[src/core/i2cms_pkg.sv]
package i2cms_pkg;
    // Register indices on the plain register port
    localparam logic [2:0] CTRL1_ADDR  = 3'h0;
    localparam logic [2:0] CTRL2_ADDR  = 3'h1;
    localparam logic [2:0] STATUS_ADDR = 3'h2;
    localparam logic [2:0] BUFFER_ADDR = 3'h3;
    localparam logic [2:0] RELOAD_ADDR = 3'h4;
    localparam logic [2:0] FLAGS_ADDR  = 3'h5;

    // control_reg_one fields
    localparam int          WRITE_COLLISION_FLAG_BIT     = 7;
    localparam int          ENABLE_BIT   = 5;
    localparam logic [3:0]  MODE_MASTER  = 4'h8;
    // control_reg_two fields
    localparam int          ACKRX_BIT    = 6;
    localparam int          STOPREQ_BIT  = 2;
    localparam int          RESTART_BIT  = 1;
    localparam int          START_BIT    = 0;
    localparam logic [7:0]  CTRL2_WMASK  = 8'h1F;
    // port_status_reg fields
    localparam int          STOPSEEN_BIT = 4;
    localparam int          STARTSEEN_BIT = 3;
    localparam int          BUFFULL_BIT  = 0;
    // Flags register fields, write one to clear
    localparam int          IRQ_BIT      = 0;
    localparam int          BCOL_BIT     = 1;

    // Reset values
    localparam logic [7:0]  CTRL1_RESET  = 8'h00;
    localparam logic [7:0]  RELOAD_RESET = 8'h00;

    // Timing: counter steps on two of the four phases of an instruction cycle
    localparam int          PHASES_PER_CYCLE = 4;
    localparam int          BAUD_BITS    = 7;
    localparam int          BYTE_BITS    = 9;

    typedef enum logic [3:0] {
        ST_IDLE    = 4'b0000,
        ST_SWAIT   = 4'b0001,
        ST_SHOLD   = 4'b0011,
        ST_RLOW    = 4'b0010,
        ST_RSDAHI  = 4'b0110,
        ST_RSCLREL = 4'b0111,
        ST_RBOTHHI = 4'b0101,
        ST_RSDALO  = 4'b0100,
        ST_TLOW    = 4'b1100,
        ST_TREL    = 4'b1101,
        ST_THIGH   = 4'b1111,
        ST_PLOW    = 4'b1110,
        ST_PWAIT   = 4'b1010,
        ST_PSCL    = 4'b1011,
        ST_PHIGH   = 4'b1001,
        ST_PEND    = 4'b1000
    } i2cms_state_t;
endpackage

[src/core/i2cms_sync.sv]
module i2cms_sync (
    // Clock and reset
    input  wire logic clk,
    input  wire logic rst,
    // Asynchronous level in, synchronous level out
    input  wire logic asyncIn,
    output logic      syncOut
);
    logic stage1_reg;

    // Two flops; the first one feeds only the second
    always_ff @(posedge clk) begin
        if (rst) begin
            stage1_reg <= 1'b1;
            syncOut    <= 1'b1;
        end else begin
            stage1_reg <= asyncIn;
            syncOut    <= stage1_reg;
        end
    end
endmodule

[src/core/i2cms_baud.sv]
module i2cms_baud #(
    parameter int WIDTH = 7
) (
    // Clock and reset
    input  wire logic             clk,
    input  wire logic             rst,
    // Reload and count control
    input  wire logic             load,
    input  wire logic [WIDTH-1:0] loadVal,
    input  wire logic             step,
    // Count state
    output logic                  atZero
);
    logic [WIDTH-1:0] count_reg;

    initial begin
        if (WIDTH < 6) $error("baud counter too narrow");
    end

    // Reload wins; otherwise count down and hold at zero
    always_ff @(posedge clk) begin
        if (rst) begin
            count_reg <= '0;
        end else if (load) begin
            count_reg <= loadVal;
        end else if (step && count_reg != '0) begin
            count_reg <= count_reg - 1'b1;
        end
    end

    // Plain count test; gating with load would loop back through the reload decode
    assign atZero = (count_reg == '0);
endmodule

[src/core/i2cms_master.sv]
// The placing of the registers and the strobed register port were left to the implementer.
module i2cms_master #(
    parameter int BAUD_WIDTH = i2cms_pkg::BAUD_BITS
) (
    // Clock and reset
    input  wire logic       clk,
    input  wire logic       rst,
    // Register port
    input  wire logic [2:0] regAddr,
    input  wire logic [7:0] regWrData,
    input  wire logic       regWr,
    input  wire logic       regRd,
    output logic      [7:0] regRdData,
    // Serial clock line
    input  wire logic       sclIn,
    output logic            sclOut,
    output logic            sclOe,
    // Serial data line
    input  wire logic       sdaIn,
    output logic            sdaOut,
    output logic            sdaOe
);
    initial begin
        if (BAUD_WIDTH != i2cms_pkg::BAUD_BITS) $error("baud width must be seven");
    end

    ////////////////////////////////////////////////////////////////////////////
    // Registers and state
    logic [7:0] ctrl1_reg;
    logic       startReq_reg;
    logic       restartReq_reg;
    logic       stopReq_reg;
    logic       ackRx_reg;
    logic       write_collision_flag_reg;
    logic       irq_reg;
    logic       bcol_reg;
    logic       startSeen_reg;
    logic       stopSeen_reg;
    logic       bufFull_reg;
    logic [7:0] reload_reg;
    logic [7:0] buffer_reg;
    logic [7:0] shift_reg;
    logic [3:0] bitCnt_reg;
    logic [1:0] phase_reg;
    logic       sclPrev_reg;
    logic       sdaPrev_reg;
    i2cms_pkg::i2cms_state_t state_reg;

    logic       sclS;
    logic       sdaS;
    logic       masterOn;
    logic       idle;
    logic       bufWrite;
    logic       bufAccept;
    logic       brgLoad;
    logic [6:0] brgVal;
    logic       brgZero;
    logic       collide;
    logic       startDone;
    logic       restartDone;
    logic       byteDone;
    logic       stopDone;

    ////////////////////////////////////////////////////////////////////////////
    // Line synchronisers
    i2cms_sync u_sclSync (.clk(clk), .rst(rst), .asyncIn(sclIn), .syncOut(sclS));
    i2cms_sync u_sdaSync (.clk(clk), .rst(rst), .asyncIn(sdaIn), .syncOut(sdaS));

    // Instruction-cycle phases; steps land on phases 1 and 3
    always_ff @(posedge clk) begin
        if (rst) begin
            phase_reg <= 2'h0;
        end else begin
            phase_reg <= phase_reg + 2'h1;
        end
    end

    i2cms_baud #(.WIDTH(BAUD_WIDTH)) u_baud (
        .clk    (clk),
        .rst    (rst),
        .load   (brgLoad),
        .loadVal(brgVal),
        .step   (phase_reg[0]),
        .atZero (brgZero)
    );

    ////////////////////////////////////////////////////////////////////////////
    // Decode of mode, idle and buffer writes
    assign masterOn  = ctrl1_reg[i2cms_pkg::ENABLE_BIT] && ctrl1_reg[3:0] == i2cms_pkg::MODE_MASTER;
    assign idle      = state_reg == i2cms_pkg::ST_IDLE && !startReq_reg && !restartReq_reg && !stopReq_reg;
    assign bufWrite  = regWr && regAddr == i2cms_pkg::BUFFER_ADDR;
    assign bufAccept = bufWrite && idle && masterOn;
    assign startDone   = state_reg == i2cms_pkg::ST_SHOLD && brgZero;
    assign restartDone = state_reg == i2cms_pkg::ST_RSDALO && brgZero;
    assign byteDone    = state_reg == i2cms_pkg::ST_THIGH && brgZero && bitCnt_reg == 4'h8;
    assign stopDone    = state_reg == i2cms_pkg::ST_PEND && brgZero;

    // Collision checks for start and restart sequences
    always_comb begin
        collide = 1'b0;
        case (state_reg)
            i2cms_pkg::ST_IDLE:    collide = masterOn && startReq_reg && !sclS && !sdaS;
            i2cms_pkg::ST_SWAIT:   collide = !sclS;
            i2cms_pkg::ST_RSDAHI:  collide = brgZero && !sdaS;
            i2cms_pkg::ST_RSCLREL: collide = sclS && !sdaS;
            i2cms_pkg::ST_RBOTHHI: collide = !sclS || !sdaS;
            default:               collide = 1'b0;
        endcase
    end

    // Counter reloads; full seven bits except the restart low phase
    always_comb begin
        brgLoad = 1'b0;
        brgVal  = reload_reg[6:0];
        case (state_reg)
            i2cms_pkg::ST_IDLE:    brgLoad = masterOn && startReq_reg && sclS && sdaS;
            i2cms_pkg::ST_SWAIT:   brgLoad = brgZero && sclS && sdaS;
            i2cms_pkg::ST_RLOW: begin
                brgLoad = !sclS;
                brgVal  = {1'b0, reload_reg[5:0]};
            end
            i2cms_pkg::ST_RSCLREL: brgLoad = sclS && sdaS;
            i2cms_pkg::ST_RBOTHHI: brgLoad = brgZero && sclS && sdaS;
            i2cms_pkg::ST_TREL:    brgLoad = sclS;
            i2cms_pkg::ST_THIGH:   brgLoad = brgZero && bitCnt_reg != 4'h8;
            i2cms_pkg::ST_PLOW:    brgLoad = !sdaS;
            i2cms_pkg::ST_PSCL:    brgLoad = sclS;
            i2cms_pkg::ST_PHIGH:   brgLoad = brgZero;
            default:               brgLoad = 1'b0;
        endcase
        if (bufAccept) begin
            brgLoad = 1'b1;
        end
    end

    ////////////////////////////////////////////////////////////////////////////
    // Sequencer and line drive; only ever pulls low or releases
    always_ff @(posedge clk) begin
        if (rst || !masterOn) begin
            state_reg <= i2cms_pkg::ST_IDLE;
            sclOe     <= 1'b0;
            sdaOe     <= 1'b0;
        end else if (collide) begin
            state_reg <= i2cms_pkg::ST_IDLE;
            sclOe     <= 1'b0;
            sdaOe     <= 1'b0;
        end else begin
            case (state_reg)
                i2cms_pkg::ST_IDLE: begin
                    if (bufAccept) begin
                        state_reg <= i2cms_pkg::ST_TLOW;
                        sclOe     <= 1'b1;
                        sdaOe     <= !regWrData[7];
                    end else if (startReq_reg && sclS && sdaS) begin
                        state_reg <= i2cms_pkg::ST_SWAIT;
                    end else if (restartReq_reg) begin
                        state_reg <= i2cms_pkg::ST_RLOW;
                        sclOe     <= 1'b1;
                    end else if (stopReq_reg) begin
                        state_reg <= i2cms_pkg::ST_PLOW;
                        sdaOe     <= 1'b1;
                    end
                end
                i2cms_pkg::ST_SWAIT: begin
                    if (brgZero && sdaS) begin
                        state_reg <= i2cms_pkg::ST_SHOLD;
                        sdaOe     <= 1'b1;
                    end
                end
                i2cms_pkg::ST_SHOLD: begin
                    if (brgZero) begin
                        state_reg <= i2cms_pkg::ST_IDLE;
                    end
                end
                i2cms_pkg::ST_RLOW: begin
                    if (!sclS) begin
                        state_reg <= i2cms_pkg::ST_RSDAHI;
                        sdaOe     <= 1'b0;
                    end
                end
                i2cms_pkg::ST_RSDAHI: begin
                    if (brgZero) begin
                        state_reg <= i2cms_pkg::ST_RSCLREL;
                        sclOe     <= 1'b0;
                    end
                end
                i2cms_pkg::ST_RSCLREL: begin
                    if (sclS) begin
                        state_reg <= i2cms_pkg::ST_RBOTHHI;
                    end
                end
                i2cms_pkg::ST_RBOTHHI: begin
                    if (brgZero) begin
                        state_reg <= i2cms_pkg::ST_RSDALO;
                        sdaOe     <= 1'b1;
                    end
                end
                i2cms_pkg::ST_RSDALO: begin
                    if (brgZero) begin
                        state_reg <= i2cms_pkg::ST_IDLE;
                    end
                end
                i2cms_pkg::ST_TLOW: begin
                    if (brgZero) begin
                        state_reg <= i2cms_pkg::ST_TREL;
                        sclOe     <= 1'b0;
                    end
                end
                i2cms_pkg::ST_TREL: begin
                    if (sclS) begin
                        state_reg <= i2cms_pkg::ST_THIGH;
                    end
                end
                i2cms_pkg::ST_THIGH: begin
                    if (brgZero) begin
                        sclOe <= 1'b1;
                        if (bitCnt_reg == 4'h8) begin
                            state_reg <= i2cms_pkg::ST_IDLE;
                        end else begin
                            state_reg <= i2cms_pkg::ST_TLOW;
                            sdaOe     <= bitCnt_reg != 4'h7 && !shift_reg[6];
                        end
                    end
                end
                i2cms_pkg::ST_PLOW: begin
                    if (!sdaS) begin
                        state_reg <= i2cms_pkg::ST_PWAIT;
                    end
                end
                i2cms_pkg::ST_PWAIT: begin
                    if (brgZero) begin
                        state_reg <= i2cms_pkg::ST_PSCL;
                        sclOe     <= 1'b0;
                    end
                end
                i2cms_pkg::ST_PSCL: begin
                    if (sclS) begin
                        state_reg <= i2cms_pkg::ST_PHIGH;
                    end
                end
                i2cms_pkg::ST_PHIGH: begin
                    if (brgZero) begin
                        state_reg <= i2cms_pkg::ST_PEND;
                        sdaOe     <= 1'b0;
                    end
                end
                default: begin
                    if (brgZero) begin
                        state_reg <= i2cms_pkg::ST_IDLE;
                    end
                end
            endcase
        end
    end

    // Open-drain data levels stay low; only the enables move
    always_ff @(posedge clk) begin
        if (rst) begin
            sclOut <= 1'b0;
            sdaOut <= 1'b0;
        end else begin
            sclOut <= 1'b0;
            sdaOut <= 1'b0;
        end
    end

    // Shifter and bit count for the address and data bytes, MSB first
    always_ff @(posedge clk) begin
        if (rst) begin
            shift_reg  <= 8'h00;
            bitCnt_reg <= 4'h0;
        end else if (bufAccept) begin
            shift_reg  <= regWrData;
            bitCnt_reg <= 4'h0;
        end else if (state_reg == i2cms_pkg::ST_THIGH && brgZero && bitCnt_reg != 4'h8) begin
            shift_reg  <= {shift_reg[6:0], 1'b0};
            bitCnt_reg <= bitCnt_reg + 4'h1;
        end
    end

    ////////////////////////////////////////////////////////////////////////////
    // Bus condition detectors on synchronised levels
    always_ff @(posedge clk) begin
        if (rst) begin
            sclPrev_reg <= 1'b1;
            sdaPrev_reg <= 1'b1;
        end else begin
            sclPrev_reg <= sclS;
            sdaPrev_reg <= sdaS;
        end
    end

    // Start-seen and stop-seen; cleared while the port is off
    always_ff @(posedge clk) begin
        if (rst || !ctrl1_reg[i2cms_pkg::ENABLE_BIT]) begin
            startSeen_reg <= 1'b0;
            stopSeen_reg  <= 1'b0;
        end else if (sclS && sclPrev_reg && sdaPrev_reg && !sdaS) begin
            startSeen_reg <= 1'b1;
            stopSeen_reg  <= 1'b0;
        end else if (sclS && sclPrev_reg && !sdaPrev_reg && sdaS) begin
            stopSeen_reg  <= 1'b1;
            startSeen_reg <= 1'b0;
        end
    end

    ////////////////////////////////////////////////////////////////////////////
    // Software-visible control and the reload value
    always_ff @(posedge clk) begin
        if (rst) begin
            ctrl1_reg  <= i2cms_pkg::CTRL1_RESET;
            reload_reg <= i2cms_pkg::RELOAD_RESET;
        end else if (regWr && regAddr == i2cms_pkg::CTRL1_ADDR) begin
            ctrl1_reg  <= regWrData;
        end else if (regWr && regAddr == i2cms_pkg::RELOAD_ADDR) begin
            reload_reg <= regWrData;
        end
    end

    // Requests accepted only while idle; hardware clears them when done
    always_ff @(posedge clk) begin
        if (rst || !masterOn || collide) begin
            startReq_reg   <= 1'b0;
            restartReq_reg <= 1'b0;
            stopReq_reg    <= 1'b0;
        end else if (startDone) begin
            startReq_reg   <= 1'b0;
        end else if (restartDone) begin
            restartReq_reg <= 1'b0;
        end else if (stopDone) begin
            stopReq_reg    <= 1'b0;
        end else if (regWr && regAddr == i2cms_pkg::CTRL2_ADDR && idle) begin
            startReq_reg   <= regWrData[i2cms_pkg::START_BIT];
            restartReq_reg <= regWrData[i2cms_pkg::RESTART_BIT];
            stopReq_reg    <= regWrData[i2cms_pkg::STOPREQ_BIT];
        end
    end

    // Buffer, buffer-full and received acknowledge
    always_ff @(posedge clk) begin
        if (rst) begin
            buffer_reg  <= 8'h00;
            bufFull_reg <= 1'b0;
            ackRx_reg   <= 1'b0;
        end else begin
            if (bufAccept) begin
                buffer_reg <= regWrData;
            end
            if (bufAccept) begin
                bufFull_reg <= 1'b1;
            end else if (state_reg == i2cms_pkg::ST_THIGH && bitCnt_reg == 4'h7 && brgZero) begin
                bufFull_reg <= 1'b0;
            end
            if (byteDone) begin
                ackRx_reg <= sdaS;
            end
        end
    end

    // Sticky flags; a hardware set beats a software clear in the same cycle
    always_ff @(posedge clk) begin
        if (rst) begin
            write_collision_flag_reg <= 1'b0;
            irq_reg  <= 1'b0;
            bcol_reg <= 1'b0;
        end else begin
            if (bufWrite && !bufAccept) begin
                write_collision_flag_reg <= 1'b1;
            end else if (regWr && regAddr == i2cms_pkg::CTRL1_ADDR) begin
                write_collision_flag_reg <= regWrData[i2cms_pkg::WRITE_COLLISION_FLAG_BIT];
            end
            if (startDone || restartDone || byteDone || stopDone) begin
                irq_reg <= 1'b1;
            end else if (regWr && regAddr == i2cms_pkg::FLAGS_ADDR && regWrData[i2cms_pkg::IRQ_BIT]) begin
                irq_reg <= 1'b0;
            end
            if (collide && masterOn) begin
                bcol_reg <= 1'b1;
            end else if (regWr && regAddr == i2cms_pkg::FLAGS_ADDR && regWrData[i2cms_pkg::BCOL_BIT]) begin
                bcol_reg <= 1'b0;
            end
        end
    end

    // Read data, valid the cycle after the strobe only
    always_ff @(posedge clk) begin
        if (rst || !regRd) begin
            regRdData <= 8'h00;
        end else if (regAddr == i2cms_pkg::CTRL1_ADDR) begin
            regRdData <= {write_collision_flag_reg, ctrl1_reg[6:0]};
        end else if (regAddr == i2cms_pkg::CTRL2_ADDR) begin
            regRdData <= {1'b0, ackRx_reg, 3'h0, stopReq_reg, restartReq_reg, startReq_reg};
        end else if (regAddr == i2cms_pkg::STATUS_ADDR) begin
            regRdData <= {3'h0, stopSeen_reg, startSeen_reg, 2'h0, bufFull_reg};
        end else if (regAddr == i2cms_pkg::BUFFER_ADDR) begin
            regRdData <= buffer_reg;
        end else if (regAddr == i2cms_pkg::RELOAD_ADDR) begin
            regRdData <= reload_reg;
        end else if (regAddr == i2cms_pkg::FLAGS_ADDR) begin
            regRdData <= {6'h00, bcol_reg, irq_reg};
        end else begin
            regRdData <= 8'h00;
        end
    end
endmodule

[config.mk]
export PLATFORM = sky130hd
export DESIGN_NAME = i2cms_master
export DESIGN_NICKNAME = d
export VERILOG_FILES = /design/src/core/i2cms_pkg.sv /design/src/core/i2cms_sync.sv /design/src/core/i2cms_baud.sv /design/src/core/i2cms_master.sv
export SDC_FILE = /design/constraint.sdc
export NUM_CORES = 1
export LEC_CHECK = 0
export ABC_AREA = 1
export BUFFER_PORTS_ARGS = -buffer_cell sky130_fd_sc_hd__clkbuf_2
export CAP_MARGIN = 40
export CORE_MARGIN = 8
export CORE_UTILIZATION = 35
export DETAILED_ROUTE_END_ITERATION = 12
export GPL_TIMING_DRIVEN = 0
export PLACE_DENSITY = 0.47
export RECOVER_POWER = 100
export SYNTH_ARGS = -nofsm -noshare
export SYNTH_HDL_FRONTEND = slang
export SYNTH_SLANG_ARGS = --single-unit
export TNS_END_PERCENT = 10
[constraint.sdc]
create_clock -name clk -period 2.1 [get_ports clk]
set_input_delay 0.21 -clock clk [delete_from_list [all_inputs] [get_ports clk]]
set_output_delay 0.21 -clock clk [all_outputs]
set_load 0.02 [all_outputs]
Yosys cells after proc, flatten, opt, wreduce, memory -nomap -nowiden
Index checks and enable logic that the tools add are counted.
- memories kept: 0
- input port bits: 17
- ROM bits: 0
- bits in writable memories: 0
- register bits after elaboration: 73
- latch bits: 0
- shifts and indexed selects: 0
- $mul: 0
- mux-type cells: 63
- divide/modulo/power cells: 0
- reductions and logical operators: 95
- bitwise operators: 4
- $lt $le $gt $ge: 0
- $add $sub $neg: 3
- eq/ne operators: 45
- operators with widths (operator ; count):
    2-to-1 mux 4 bit ; 18
    case mux 4 bit (13 select lines) ; 1
    logical AND 1 bit ; 45
    == test 4 bit, second input constant ; 10
    2-to-1 mux 8 bit ; 5
    2-to-1 mux 7 bit ; 5
    2-to-1 mux 1 bit ; 29
    != test 2 bit, second input constant ; 11
    == test 4 x 3 -> 1 bit, second input constant ; 5
    nonzero test 2 bit ; 9
    AND reduction 14 bit ; 1
    logical NOT 1 bit ; 12
    != test 3 bit, second input constant ; 4
    OR reduction 2 bit ; 6
    AND reduction 10 bit ; 1
    AND reduction 3 bit ; 3
    == test 4 x 2 -> 1 bit, second input constant ; 2
    logical OR 1 bit ; 8
    != test 2 x 1 -> 1 bit, second input constant ; 4
    case mux 1 bit (8 select lines) ; 1
    nonzero test 8 bit ; 1
    logical NOT 7 bit ; 1
    nonzero test 7 bit ; 1
    subtractor 7 x 1 -> 7 bit, second input constant ; 1
    other kinds (21) ; 26

Logic depth before layout (Yosys ltp)
Gate-level depths: netlist of run 1.
- depth after elaboration: 9
- gate-level depth with buffers: 14

Cells and area by module
A second synthesis of run 1 with hierarchy kept.
- cell total of the unflattened synthesis: 558
- area total of the unflattened synthesis: 3762.4 µm²
- by module, submodules not included (module ; seq. area each (µm²) ; cells each ; area each (µm²) ; instances):
    i2cms_master ; 1221.2 ; 452 ; 3114.2 ; 1
    i2cms_baud ; 140.1 ; 92 ; 530.5 ; 1
    i2cms_sync ; 40.0 ; 7 ; 58.8 ; 2

Worst setup path before layout of run 1
Ideal clock, no wire load.
- kind: register to register
- from: reg u_baud.count_reg[0]
- to: reg u_baud.count_reg[6]
- required time: 1983 ps
- clock period less this slack: 1792 ps
- cell stages (with the launch flop): 15
- path slack: 308 ps
- arrival time: 1675 ps
- path through: dfxtp_1 -> inv_1 -> ha_1 -> inv_1 -> nor2_1 -> inv_1 -> nor2_2 -> nand2_1 -> nand3_2 -> nor2_4 -> nand3_2 -> buf_6 -> a21oi_1 -> nor2_1 -> nor2_1
- cells in the longest elaborated chain, start to end: 6
- elaborated cells between the ends (all ways): 12
- those cells by class: add/sub: 1; mux: 4; reduce/logical: 7
- RTL lines (element ; RTL line ; source):
    start, declared ; i2cms_baud.sv:14 ; logic [WIDTH-1:0] count_reg;
    start signal, assigned ; i2cms_baud.sv:25 ; count_reg <= loadVal;
    start signal, assigned ; i2cms_baud.sv:27 ; count_reg <= count_reg - 1'b1;
    logical NOT 7 bit ; i2cms_baud.sv:32 ; assign atZero = (count_reg == '0);
    logical AND 1 bit (2 in series) ; i2cms_master.sv:117, i2cms_master.sv:123 ;
    case mux 1 bit (8 select lines) ; i2cms_master.sv:115 ; case (state_reg)
    2-to-1 mux 1 bit ; i2cms_master.sv:131 ; if (bufAccept) begin
    2-to-1 mux 7 bit / nonzero test 2 bit (equally long branches) ; -- ;
Several ways; a longest one is shown, not always the timed one. The select of a mux whose other input is x is not followed.
A chain may end at the register's enable or synchronous reset.

Worst setup path in the final report of run 1
- from: reg u_baud.count_reg[0]
- to: reg u_baud.count_reg[5]
Same word-level chain as after synthesis.

==> results.yml, run 1 <==
critical_path:
  critPathKind: "flop to flop"
  cp-start-kind: "flop"
  cpMaxStageDelayCell: "dfxtp_2"
  worst_ep_required_time_ns: 2.32
  path_buf_inv: 4
  path_cells: "inv_1, ha_2, inv_1, nor2_4, inv_1, nor2_4, nand2_4, nand3_2, nor2_4, nand3_2, buf_6, nand2_1, nand2_1, a21oi_1"
  critPathMaxFanout: 10
  critPathArrivalTime_ns: 2.16
  cp_slowest_stage_delay_ns: 0.34
  critPathCaptureType: "flop"
  cpLargestDelayFamily: "simple AND/OR/NAND/NOR gates"
sta:
  layout_setup_ws_ns: 0.160
  worstMarginPinSlew_ns: 0.730
  setup_viol: 0
  drv_slew: 0
  hold_viol: 0
  slew_headroom: 0.509
  layout_min_cycle_time_ns: 1.94
  finalCritPeriodShare: 0.924
  rsz0062_at_grt: "true"
  timing.fmax_mhz: 516
  skew_ns: 0.0166
detailed_routing:
  ant_nets: 0
  vias_per_cell: 5.10
  wl_per_cell_um: 16.1
  vias: 3663
  dr.first_iter.drc_count: 216
  wirelength_mm: 11.6
  drt_drc_violations_left: 0
  first_pass_iters: 4
finish:
  finalNetCount: 597
  syn_to_final_growth_pct: 14.9
  final_cell_mix: "114 x nand2_1, 70 x dfxtp_1, 66 x inv_1"
  seq_area_um2: 1440
  final_common_cell: "nand2_1"
  multiInputGateArea_um2: 1900
  fin_util: 0.409
  diodes: 0
  drive_gt1_frac: 0.137
  n_fill_cell: 1137
placed_design:
  preCtsSetupSlack_ns: -0.128
  gp_congestion: 0.866
  hpwlAfterDp_mm: 8.98
  portBuffers: 26
clock_network:
  cts_root_buf: "clkbuf_8"
  clock-sinks: 72
  cts_tree: "yes"
  clk_latency_ns: 0.36
  cts_made_buffers: 9
  clk_pin_slew_ns: 0.08
  h-tree-depth: 3
  cts.path.max_buffers: 2
floorplanning:
  fp.dieW_um: 118
  core_area_um2: 10200
  fp.dieH_um: 118
  boundaryPins: 29
  start_util: 0.356
  rows: 37
  die-area_um2: 13900
status:
  status: "finished, final reports clean"
grt:
  antenna_found_initial: 0
  grt_pass1_vias: 3396
  grt_pass1_wl_mm: 18.5
  grt_max_degree: 13
  grt-ovfl-total: 0
  gr-usage-all-layers: 0.167
yosys:
  synth_edf_count: 0
  syn_avg_cell_area_um2: 6.83
  synth_async_sr_flop_share: 0
  ys_seq_area_frac: 0.395
  synthCells: 534
  synth_cell_types: 42
  yosys_warnings: 0
  ys_ff_latch: 72
  synth_flop_cell: "dfxtp_1"
  synth_area_um2: 3650
power_and_ir_drop:
  power_frac_comb: 0.236
  p_sw_frac: 0.331
  clockPowerShare: 0.311
  p_int_uw: 2180
  p_sw_uw: 1080
  sequentialPowerShare: 0.453
  p_leak_uw: 0.00180
  ir_drop_v: 0.000671
  power_density_nw_per_um2: 778
min_path:
  hp-class: "primary input to flop"
run:
  cap_violations: 0
==> cells in the mapped netlist (2+ instances only) <==
cell / instances / area, µm²
o21a_1: 4 / 30.0
nor2_1: 58 / 218
nand2_2: 5 / 31.3
a31o_2: 5 / 43.8
nor2_4: 3 / 33.8
o221ai_1: 2 / 17.5
inv_1: 66 / 248
nand2_1: 117 / 439
nor3_1: 15 / 75.1
nand3_2: 5 / 50.1
a21oi_1: 43 / 215
o21ai_1: 5 / 25.0
o21ai_0: 27 / 135
a31oi_1: 3 / 18.8
xnor2_1: 2 / 17.5
dfxtp_1: 72 / 1440
nand3_1: 28 / 140
a221oi_1: 3 / 26.3
clkinv_1: 2 / 7.51
nor2_2: 4 / 25.0
buf_2: 2 / 10.0
nand4_1: 12 / 75.1
clkbuf_1: 8 / 30.0
or2_2: 4 / 25.0
buf_4: 2 / 15.0
o22ai_1: 10 / 62.6
inv_2: 9 / 33.8
ha_1: 3 / 37.5
xor2_1: 2 / 17.5
==> cells by family (layout without fill, tap and decap cells) <==
family	after synthesis	count (layout)	synth area share
simple gates	255	255	0.313
compound gates	109	109	0.174
xor+xnor	4	4	0.00961
fa+ha+maj	3	3	0.0103
flops	72	72	0.395
buf+inv	90	137	0.0974
other cells	1	2	0.00103
==> metal layers <==
metal / track usage / vias up / part of all wire
li1: - / 1845 / -
met1: 0.229 / 1713 / 0.50
met2: 0.253 / 92 / 0.44
met3: 0.0331 / 13 / 0.049
met4: 0.0576 / 0 / 0.012
met5: 0 / - / 0
==> power by group through the flow <==
stage               Sequential, µW  Combinational, µW  Clock, µW
finish                        1480                770       1010
detailed placement            1500                589          0
CTS                           1470                642       1040
global route                  1480                849       1100
floorplan                     1490                419          0
global placement              1500                591          0
==> worst paths after layout <==
check	from	endpoint	slack, ns	cells after the start
hold / removal	sclIn	u_sclSync.stage1_reg	0.04	2
setup / recovery	u_baud.count_reg[0]	u_baud.count_reg[5]	0.16	14
hold reg to reg	phase_reg[0]	phase_reg[0]	0.41	1
setup reg to reg	u_baud.count_reg[0]	u_baud.count_reg[5]	0.16	14
==> cell type report <==
cell class | count | area share
Multi-Input combinational cell | 373 | 0.453
Sequential cell | 72 | 0.345
Inverter | 77 | 0.0690
Tap cell | 136 | 0.0406
Timing Repair Buffer | 31 | 0.0352
Clock buffer | 12 | 0.0346
Buffer | 13 | 0.0158
Clock inverter | 4 | 0.00687
==> per-stage QoR <==
stage | setup TNS [ns] | total power [µW] | cell area (µm²) | hold WS (ns) | cells
2_1_floorplan | 0 | 1910 | 3650 | 0.314 | 535
3_3_place_gp | -0.489 | 2090 | 3950 | 0.397 | 697
3_5_place_dp | -0.637 | 2090 | 3950 | 0.400 | 697
4_1_cts | 0 | 3150 | 4140 | 0.0214 | 713
5_1_grt | -0.0309 | 3440 | 4190 | 0.0254 | 718
6_report | 0 | 3260 | 4190 | 0.0360 | 718
==> repair_timing <==
action                     4_1_cts  5_1_grt
setup buffers                    0        5
resized for setup                4       13
hold endpoints to repair         0        0
hold buffers                     0        0
pin swaps                        1        3
setup endpoints to repair       15       19
Note: power is estimated with default switching activity, not from simulation.
==> run 2, diff against run 1 <==
--- a/config.mk
+++ b/config.mk
@@ -9,10 +9,10 @@
 export BUFFER_PORTS_ARGS = -buffer_cell sky130_fd_sc_hd__clkbuf_2
 export CAP_MARGIN = 40
 export CORE_MARGIN = 8
-export CORE_UTILIZATION = 35
+export CORE_UTILIZATION = 60
 export DETAILED_ROUTE_END_ITERATION = 12
 export GPL_TIMING_DRIVEN = 0
-export PLACE_DENSITY = 0.47
+export PLACE_DENSITY = 0.76
 export RECOVER_POWER = 100
 export SYNTH_ARGS = -nofsm -noshare
 export SYNTH_HDL_FRONTEND = slang
==> constraint.sdc (replaced) <==
create_clock -name clk -period 2 [get_ports clk]
set_input_delay 0.2 -clock clk [delete_from_list [all_inputs] [get_ports clk]]
set_output_delay 0.2 -clock clk [all_outputs]
set_load 0.02 [all_outputs]
==> run 2 against run 1 <==
Critical path depth stayed put. Global-route usage is 7.5 points higher. Maximum frequency is 1.4% higher. Non-clock buffer count is 2 lower. Sequential cell count stayed put. Worst hold slack worse by 0.027 ns. First-iteration DRC count is 64% higher. Via count is 2.9% higher. Combinational power is 11% higher. Sequential power is 6% higher. Final area is 0.18% lower. Total power is 13% higher. Critical endpoint is now u_baud.count_reg[6]. Largest cell class unchanged.
==> results.yml, run 2 (synthesized netlist as in run 1, its figures left out) <==
grt:
  grt_pass1_vias: 3466
  gr-usage-all-layers: 0.242
  grt_max_degree: 16
  antenna_found_initial: 0
  grt_pass1_wl_mm: 16.8
  grt-ovfl-total: 0
status:
  status: "finished, final reports clean"
power_and_ir_drop:
  power_density_nw_per_um2: 879
  p_leak_uw: 0.00182
  ir_drop_v: 0.000764
  totalPowerFinal_uw: 3680
placed_design:
  gp_congestion: 0.943
  portBuffers: 26
  hpwlAfterDp_mm: 7.88
finish:
  n_fill_cell: 519
  drive_gt1_frac: 0.160
  final_cell_mix: "115 x nand2_1, 67 x dfxtp_1, 61 x inv_1"
  finalNetCount: 596
  diodes: 0
  syn_to_final_growth_pct: 14.6
  final_common_cell: "nand2_1"
  fin_util: 0.710
floorplanning:
  rows: 28
  fp.dieH_um: 94.0
  boundaryPins: 29
  fp.dieW_um: 94.0
  start_util: 0.620
  die-area_um2: 8830
  core_area_um2: 5890
sta:
  rsz0062_at_grt: "true"
  slew_headroom: 0.479
  finalCritPeriodShare: 0.956
  drv_slew: 0
  skew_ns: 0.00731
  hold_ws_ns: 0.00906
  timing.fmax_mhz: 523
  setup_viol: 0
  hold_viol: 0
  worstMarginPinSlew_ns: 0.776
  layout_min_cycle_time_ns: 1.91
clock_network:
  clk_pin_slew_ns: 0.09
  h-tree-depth: 3
  cts_tree: "yes"
  cts_made_buffers: 9
  clk_latency_ns: 0.37
  cts_root_buf: "clkbuf_8"
  clock-sinks: 72
  cts.path.max_buffers: 2
  ctsHoldBuffers: 0
detailed_routing:
  first_pass_iters: 5
  vias_per_cell: 5.75
  vias: 3770
  wirelength_mm: 10.6
  wl_per_cell_um: 16.2
  dr.first_iter.drc_count: 355
  drt_drc_violations_left: 0
  ant_nets: 0
critical_path:
  r2r_cells: 14
  cp-start-kind: "flop"
  worst_ep_required_time_ns: 2.26
  critPathArrivalTime_ns: 2.17
  critPathCaptureType: "flop"
  critPathKind: "flop to flop"
  critPathMaxFanout: 10
min_path:
  min_path_cells: 2
  hp-class: "primary input to flop"
run:
  cap_violations: 0
-- run 2: cell count changes in the layout (fill, tap and decap cells not counted), moves of 2 or more --
cell / delta
clkbuf_1: -3
inv_6: +2
dfxtp_2: +3
o21ai_1: -3
o21ai_0: +2
inv_2: +5
buf_4: -2
nor2_4: +2
dfxtp_1: -3
nor2_1: -3
inv_1: -5
-- run 2: worst paths after layout --
path	start	endpoint	slack, ns
max reg2reg	u_baud.count_reg[1]	u_baud.count_reg[6]	0.09
max	u_baud.count_reg[1]	u_baud.count_reg[6]	0.09
min	sdaIn	u_sdaSync.stage1_reg	0.009
min reg2reg	phase_reg[0]	phase_reg[0]	0.42
-- run 2: repair_timing --
action,in CTS,in global routing
gates resized for setup,5,25
setup endpoints to repair,25,25
gates cloned,1,0
pin swaps,1,3
hold endpoints to repair,0,0
setup buffers,2,1
-- run 2: power by group --
part / total [µW] / switching (µW) / internal [µW] / leakage [µW]
combinational: 856 / 540 / 316 / 0.00113
sequential: 1570 / 68.0 / 1500 / 0.000586
clock: 1250 / 654 / 598 / 0.0000988
-- run 2: routing by layer --
layer / GRT usage / up-vias / part of all wire
li1: - / 1840 / -
met1: 0.300 / 1729 / 0.43
met2: 0.385 / 164 / 0.45
met3: 0.0536 / 37 / 0.083
met4: 0.123 / 0 / 0.032
met5: 0 / - / 0
-- run 2: area by class of cell --
type / instances / area (µm²) / share of cell area
Multi-Input combinational cell: 374 / 1940 / 0.463
Clock buffer: 9 / 124 / 0.0296
Sequential cell: 72 / 1450 / 0.346
Buffer: 13 / 66.3 / 0.0159
Timing Repair Buffer: 29 / 140 / 0.0335
Inverter: 77 / 289 / 0.0691
Clock inverter: 7 / 82.6 / 0.0197
Tap cell: 75 / 93.8 / 0.0224
-- run 2: through the flow --
step	worst slack [ns]	setup TNS (ns)	instances	area, µm²
floorplan	0.208	0	535	3650
finish	0.0873	0	656	4180
global route	-0.0648	-0.207	656	4180
detailed placement	-0.268	-2.16	636	3870
global placement	-0.203	-1.13	636	3870
CTS	-0.0574	-0.441	655	4120
-- run 2: critical path: stages (launching register included) --
cell and delay, ns:
dfxtp_2 0.34, inv_2 0.06, ha_4 0.14, inv_2 0.05, nor2_4 0.14, inv_2 0.06
nor2_4 0.27, nand2_4 0.13, nand3_2 0.10, nor2_4 0.04, nand3_2 0.10, buf_6 0.15
a21oi_1 0.04, nor2_1 0.11, nor2_1 0.06
==> run 3, diff against run 2 <==
--- a/config.mk
+++ b/config.mk
@@ -16,5 +16,6 @@
 export RECOVER_POWER = 100
 export SYNTH_ARGS = -nofsm -noshare
 export SYNTH_HDL_FRONTEND = slang
+export SYNTH_HIERARCHICAL = 1
 export SYNTH_SLANG_ARGS = --single-unit
 export TNS_END_PERCENT = 10
==> run 3 against run 2 <==
The run now ends with setup timing left. Non-clock buffer count rose by 11. Utilization decreased by 0.084 points. Largest power group unchanged. Largest cell class unchanged. Synthesized cell count is 4.5% higher. Clock-buffer cell count grew 3. Sequential power about the same.
==> results.yml, run 3 <==
status:
  violations: "setup timing"
  status: "finished with violations"
placed_design:
  portBuffers: 26
  gp_congestion: 0.941
  hpwlAfterDp_mm: 7.89
  preCtsSetupSlack_ns: -0.386
  place_inst: 662
finish:
  final_cell_mix: "120 x nand2_1, 72 x inv_1, 67 x dfxtp_1"
  drive_gt1_frac: 0.179
  diodes: 0
  syn_to_final_growth_pct: 17.0
  seq_area_um2: 1450
  multiInputGateArea_um2: 2020
  finalNonFillerCells: 691
  final_common_cell: "nand2_1"
  fin_util: 0.710
  finalNetCount: 629
  n_fill_cell: 561
clock_network:
  h-tree-depth: 3
  clk_pin_slew_ns: 0.08
  cts_root_buf: "clkbuf_8"
  ctsHoldBuffers: 0
  clk_latency_ns: 0.36
  cts.path.max_buffers: 2
  cts_tree: "yes"
  clock-sinks: 72
  cts_made_buffers: 9
power_and_ir_drop:
  power_density_nw_per_um2: 803
  p_leak_uw: 0.00195
  clockPowerShare: 0.344
  ir_drop_v: 0.000654
  p_int_uw: 2440
  p_sw_uw: 1090
  p_sw_frac: 0.309
  totalPowerFinal_uw: 3540
  sequentialPowerShare: 0.435
  power_frac_comb: 0.221
yosys:
  ys_ff_latch: 72
  synthTopCellsByArea: "dfxtp_1 38%, nand2_1 12%, nand3_1 7.8%"
  synth-compound-area-share: 0.128
  synth_flop_cell: "dfxtp_1"
  syn_avg_cell_area_um2: 6.74
  ys_seq_area_frac: 0.383
  synth_top_family_by_area: "simple AND/OR/NAND/NOR gates"
  synth_top_area_cell: "dfxtp_1"
  synthXorXnorAreaFrac: 0
  synth_commonest_cells: "120 x nand2_1, 76 x inv_1, 72 x dfxtp_1"
  synth-simple-area-share: 0.372
  synth_cell_types: 39
  synth_area_um2: 3760
  synth_async_sr_flop_share: 0
  synth_edf_count: 0
  synth_fa_ha_area_frac: 0.00998
  synthCells: 558
  synth_top_area_frac: 0.383
  synth.most_common_cell: "nand2_1"
  muxShareOfSynthArea: 0
  yosys_warnings: 6
floorplanning:
  rows: 29
  start_util: 0.606
  core_area_um2: 6200
  fp.dieW_um: 95.2
  fp.dieH_um: 95.2
  boundaryPins: 29
  die-area_um2: 9060
sta:
  finalCritPeriodShare: 1.03
  worstMarginPinSlew_ns: 0.687
  setup_viol: 6
  layout_min_cycle_time_ns: 2.06
  drv_slew: 0
  rsz0062_at_grt: "true"
  timing.fmax_mhz: 485
  skew_ns: 0.0144
  slew_headroom: 0.538
  layout_setup_ws_ns: -0.0628
  hold_viol: 0
  hold_ws_ns: 0.0439
min_path:
  hp-class: "primary input to flop"
  min_to: "u_sdaSync/stage1_reg"
  hold_path_startpoint: "sdaIn"
  min_path_cells: 3
grt:
  grt-ovfl-total: 0
  gr-usage-all-layers: 0.243
  grt_pass1_vias: 3546
  antenna_found_initial: 0
  grt_max_degree: 13
  grt_pass1_wl_mm: 17.1
detailed_routing:
  dr.first_iter.drc_count: 351
  first_pass_iters: 7
  ant_nets: 0
  vias_per_cell: 5.81
  wl_per_cell_um: 16.0
  vias: 4012
  drt_drc_violations_left: 0
  wirelength_mm: 11.0
critical_path:
  critPathArrivalTime_ns: 2.35
  r2r_start: "u_baud/count_reg[0]"
  r2r_slack_ns: -0.06
  cp-start-kind: "flop"
  critPathMaxFanout: 5
  worst_ep_required_time_ns: 2.29
  rr_endpoint: "u_baud/count_reg[4]"
  r2r_cells: 17
  critPathKind: "flop to flop"
  critPathCaptureType: "flop"
run:
  cap_violations: 0
-- run 3: cell type report --
| cell class | instances | share of cell area |
|---|---|---|
| multi-input cells | 389 | 0.458 |
| flip-flops and latches | 72 | 0.329 |
| inverters | 84 | 0.0742 |
| repair buffers | 39 | 0.0497 |
| clock buffers | 12 | 0.0352 |
| well taps | 77 | 0.0219 |
| plain buffers | 14 | 0.0205 |
| clock inverters | 4 | 0.0119 |
-- run 3: kinds of logic after synthesis --
kind of cell | after synthesis
AO/OA/AOI/OAI | 85
adder cells (fa/ha/maj) | 3
buffers and inverters | 98
flip-flops | 72
other | 1
AND/OR/NAND/NOR | 299
-- run 3: worst max-delay path, stage by stage, from the launching register on --
cell      delay (ns)
dfxtp_2         0.36
inv_4           0.04
ha_4            0.16
nand2_4         0.07
nor2_4          0.04
nand2_4         0.07
inv_4           0.04
buf_8           0.11
nand3_4         0.09
o31ai_4         0.08
a211oi_2        0.19
nand3_2         0.16
inv_4           0.12
buf_4           0.14
nand3_1         0.10
nand2_1         0.08
nor2_1          0.05
nor2_1          0.10
-- run 3: how the worst max path moves through the flow --
stage | start | to | slack [ns] | cells past startpoint
floorplan | u_baud/count_reg[1] | u_baud/count_reg[0] | 0.004 | 16
global placement | u_baud/count_reg[0] | u_baud/count_reg[5] | -0.37 | 17
detailed placement | u_baud/count_reg[0] | u_baud/count_reg[6] | -0.39 | 17
CTS | u_baud/count_reg[0] | u_baud/count_reg[1] | -0.15 | 17
global route | u_baud/count_reg[0] | u_baud/count_reg[4] | -0.12 | 17
finish | u_baud/count_reg[0] | u_baud/count_reg[4] | -0.06 | 17
-- run 3: per-stage QoR --
step           cell area, µm²  setup TNS, ns
2_1_floorplan            3790              0
4_1_cts                  4340         -0.848
5_1_grt                  4400          -1.32
3_5_place_dp             4020          -2.43
3_3_place_gp             4020          -2.14
6_report                 4400         -0.169
-- run 3: power by group through the flow --
stage / Clock [µW] / Sequential [µW] / Combinational (µW)
after floorplan: 0 / 1550 / 478
after global placement: 0 / 1560 / 605
after detailed placement: 0 / 1560 / 617
after CTS: 1210 / 1530 / 714
after global routing: 1280 / 1540 / 850
final: 1210 / 1540 / 783
-- run 3: per-layer routing --
| metal | up-vias | track usage | share of wire |
|---|---|---|---|
| li1 | 1927 | - | - |
| met1 | 1865 | 0.334 | 0.44 |
| met2 | 182 | 0.371 | 0.45 |
| met3 | 38 | 0.0488 | 0.083 |
| met4 | 0 | 0.0767 | 0.026 |
| met5 | - | 0 | 0 |
-- run 3: timing repair --
item                                    in CTS  in global routing
buffers inserted                             9                  3
pin swaps                                    8                  9
gates resized for setup                     13                 22
endpoints found under the hold margin        0                  0
endpoints found under the setup margin      11                 16
gates cloned                                 1                  0
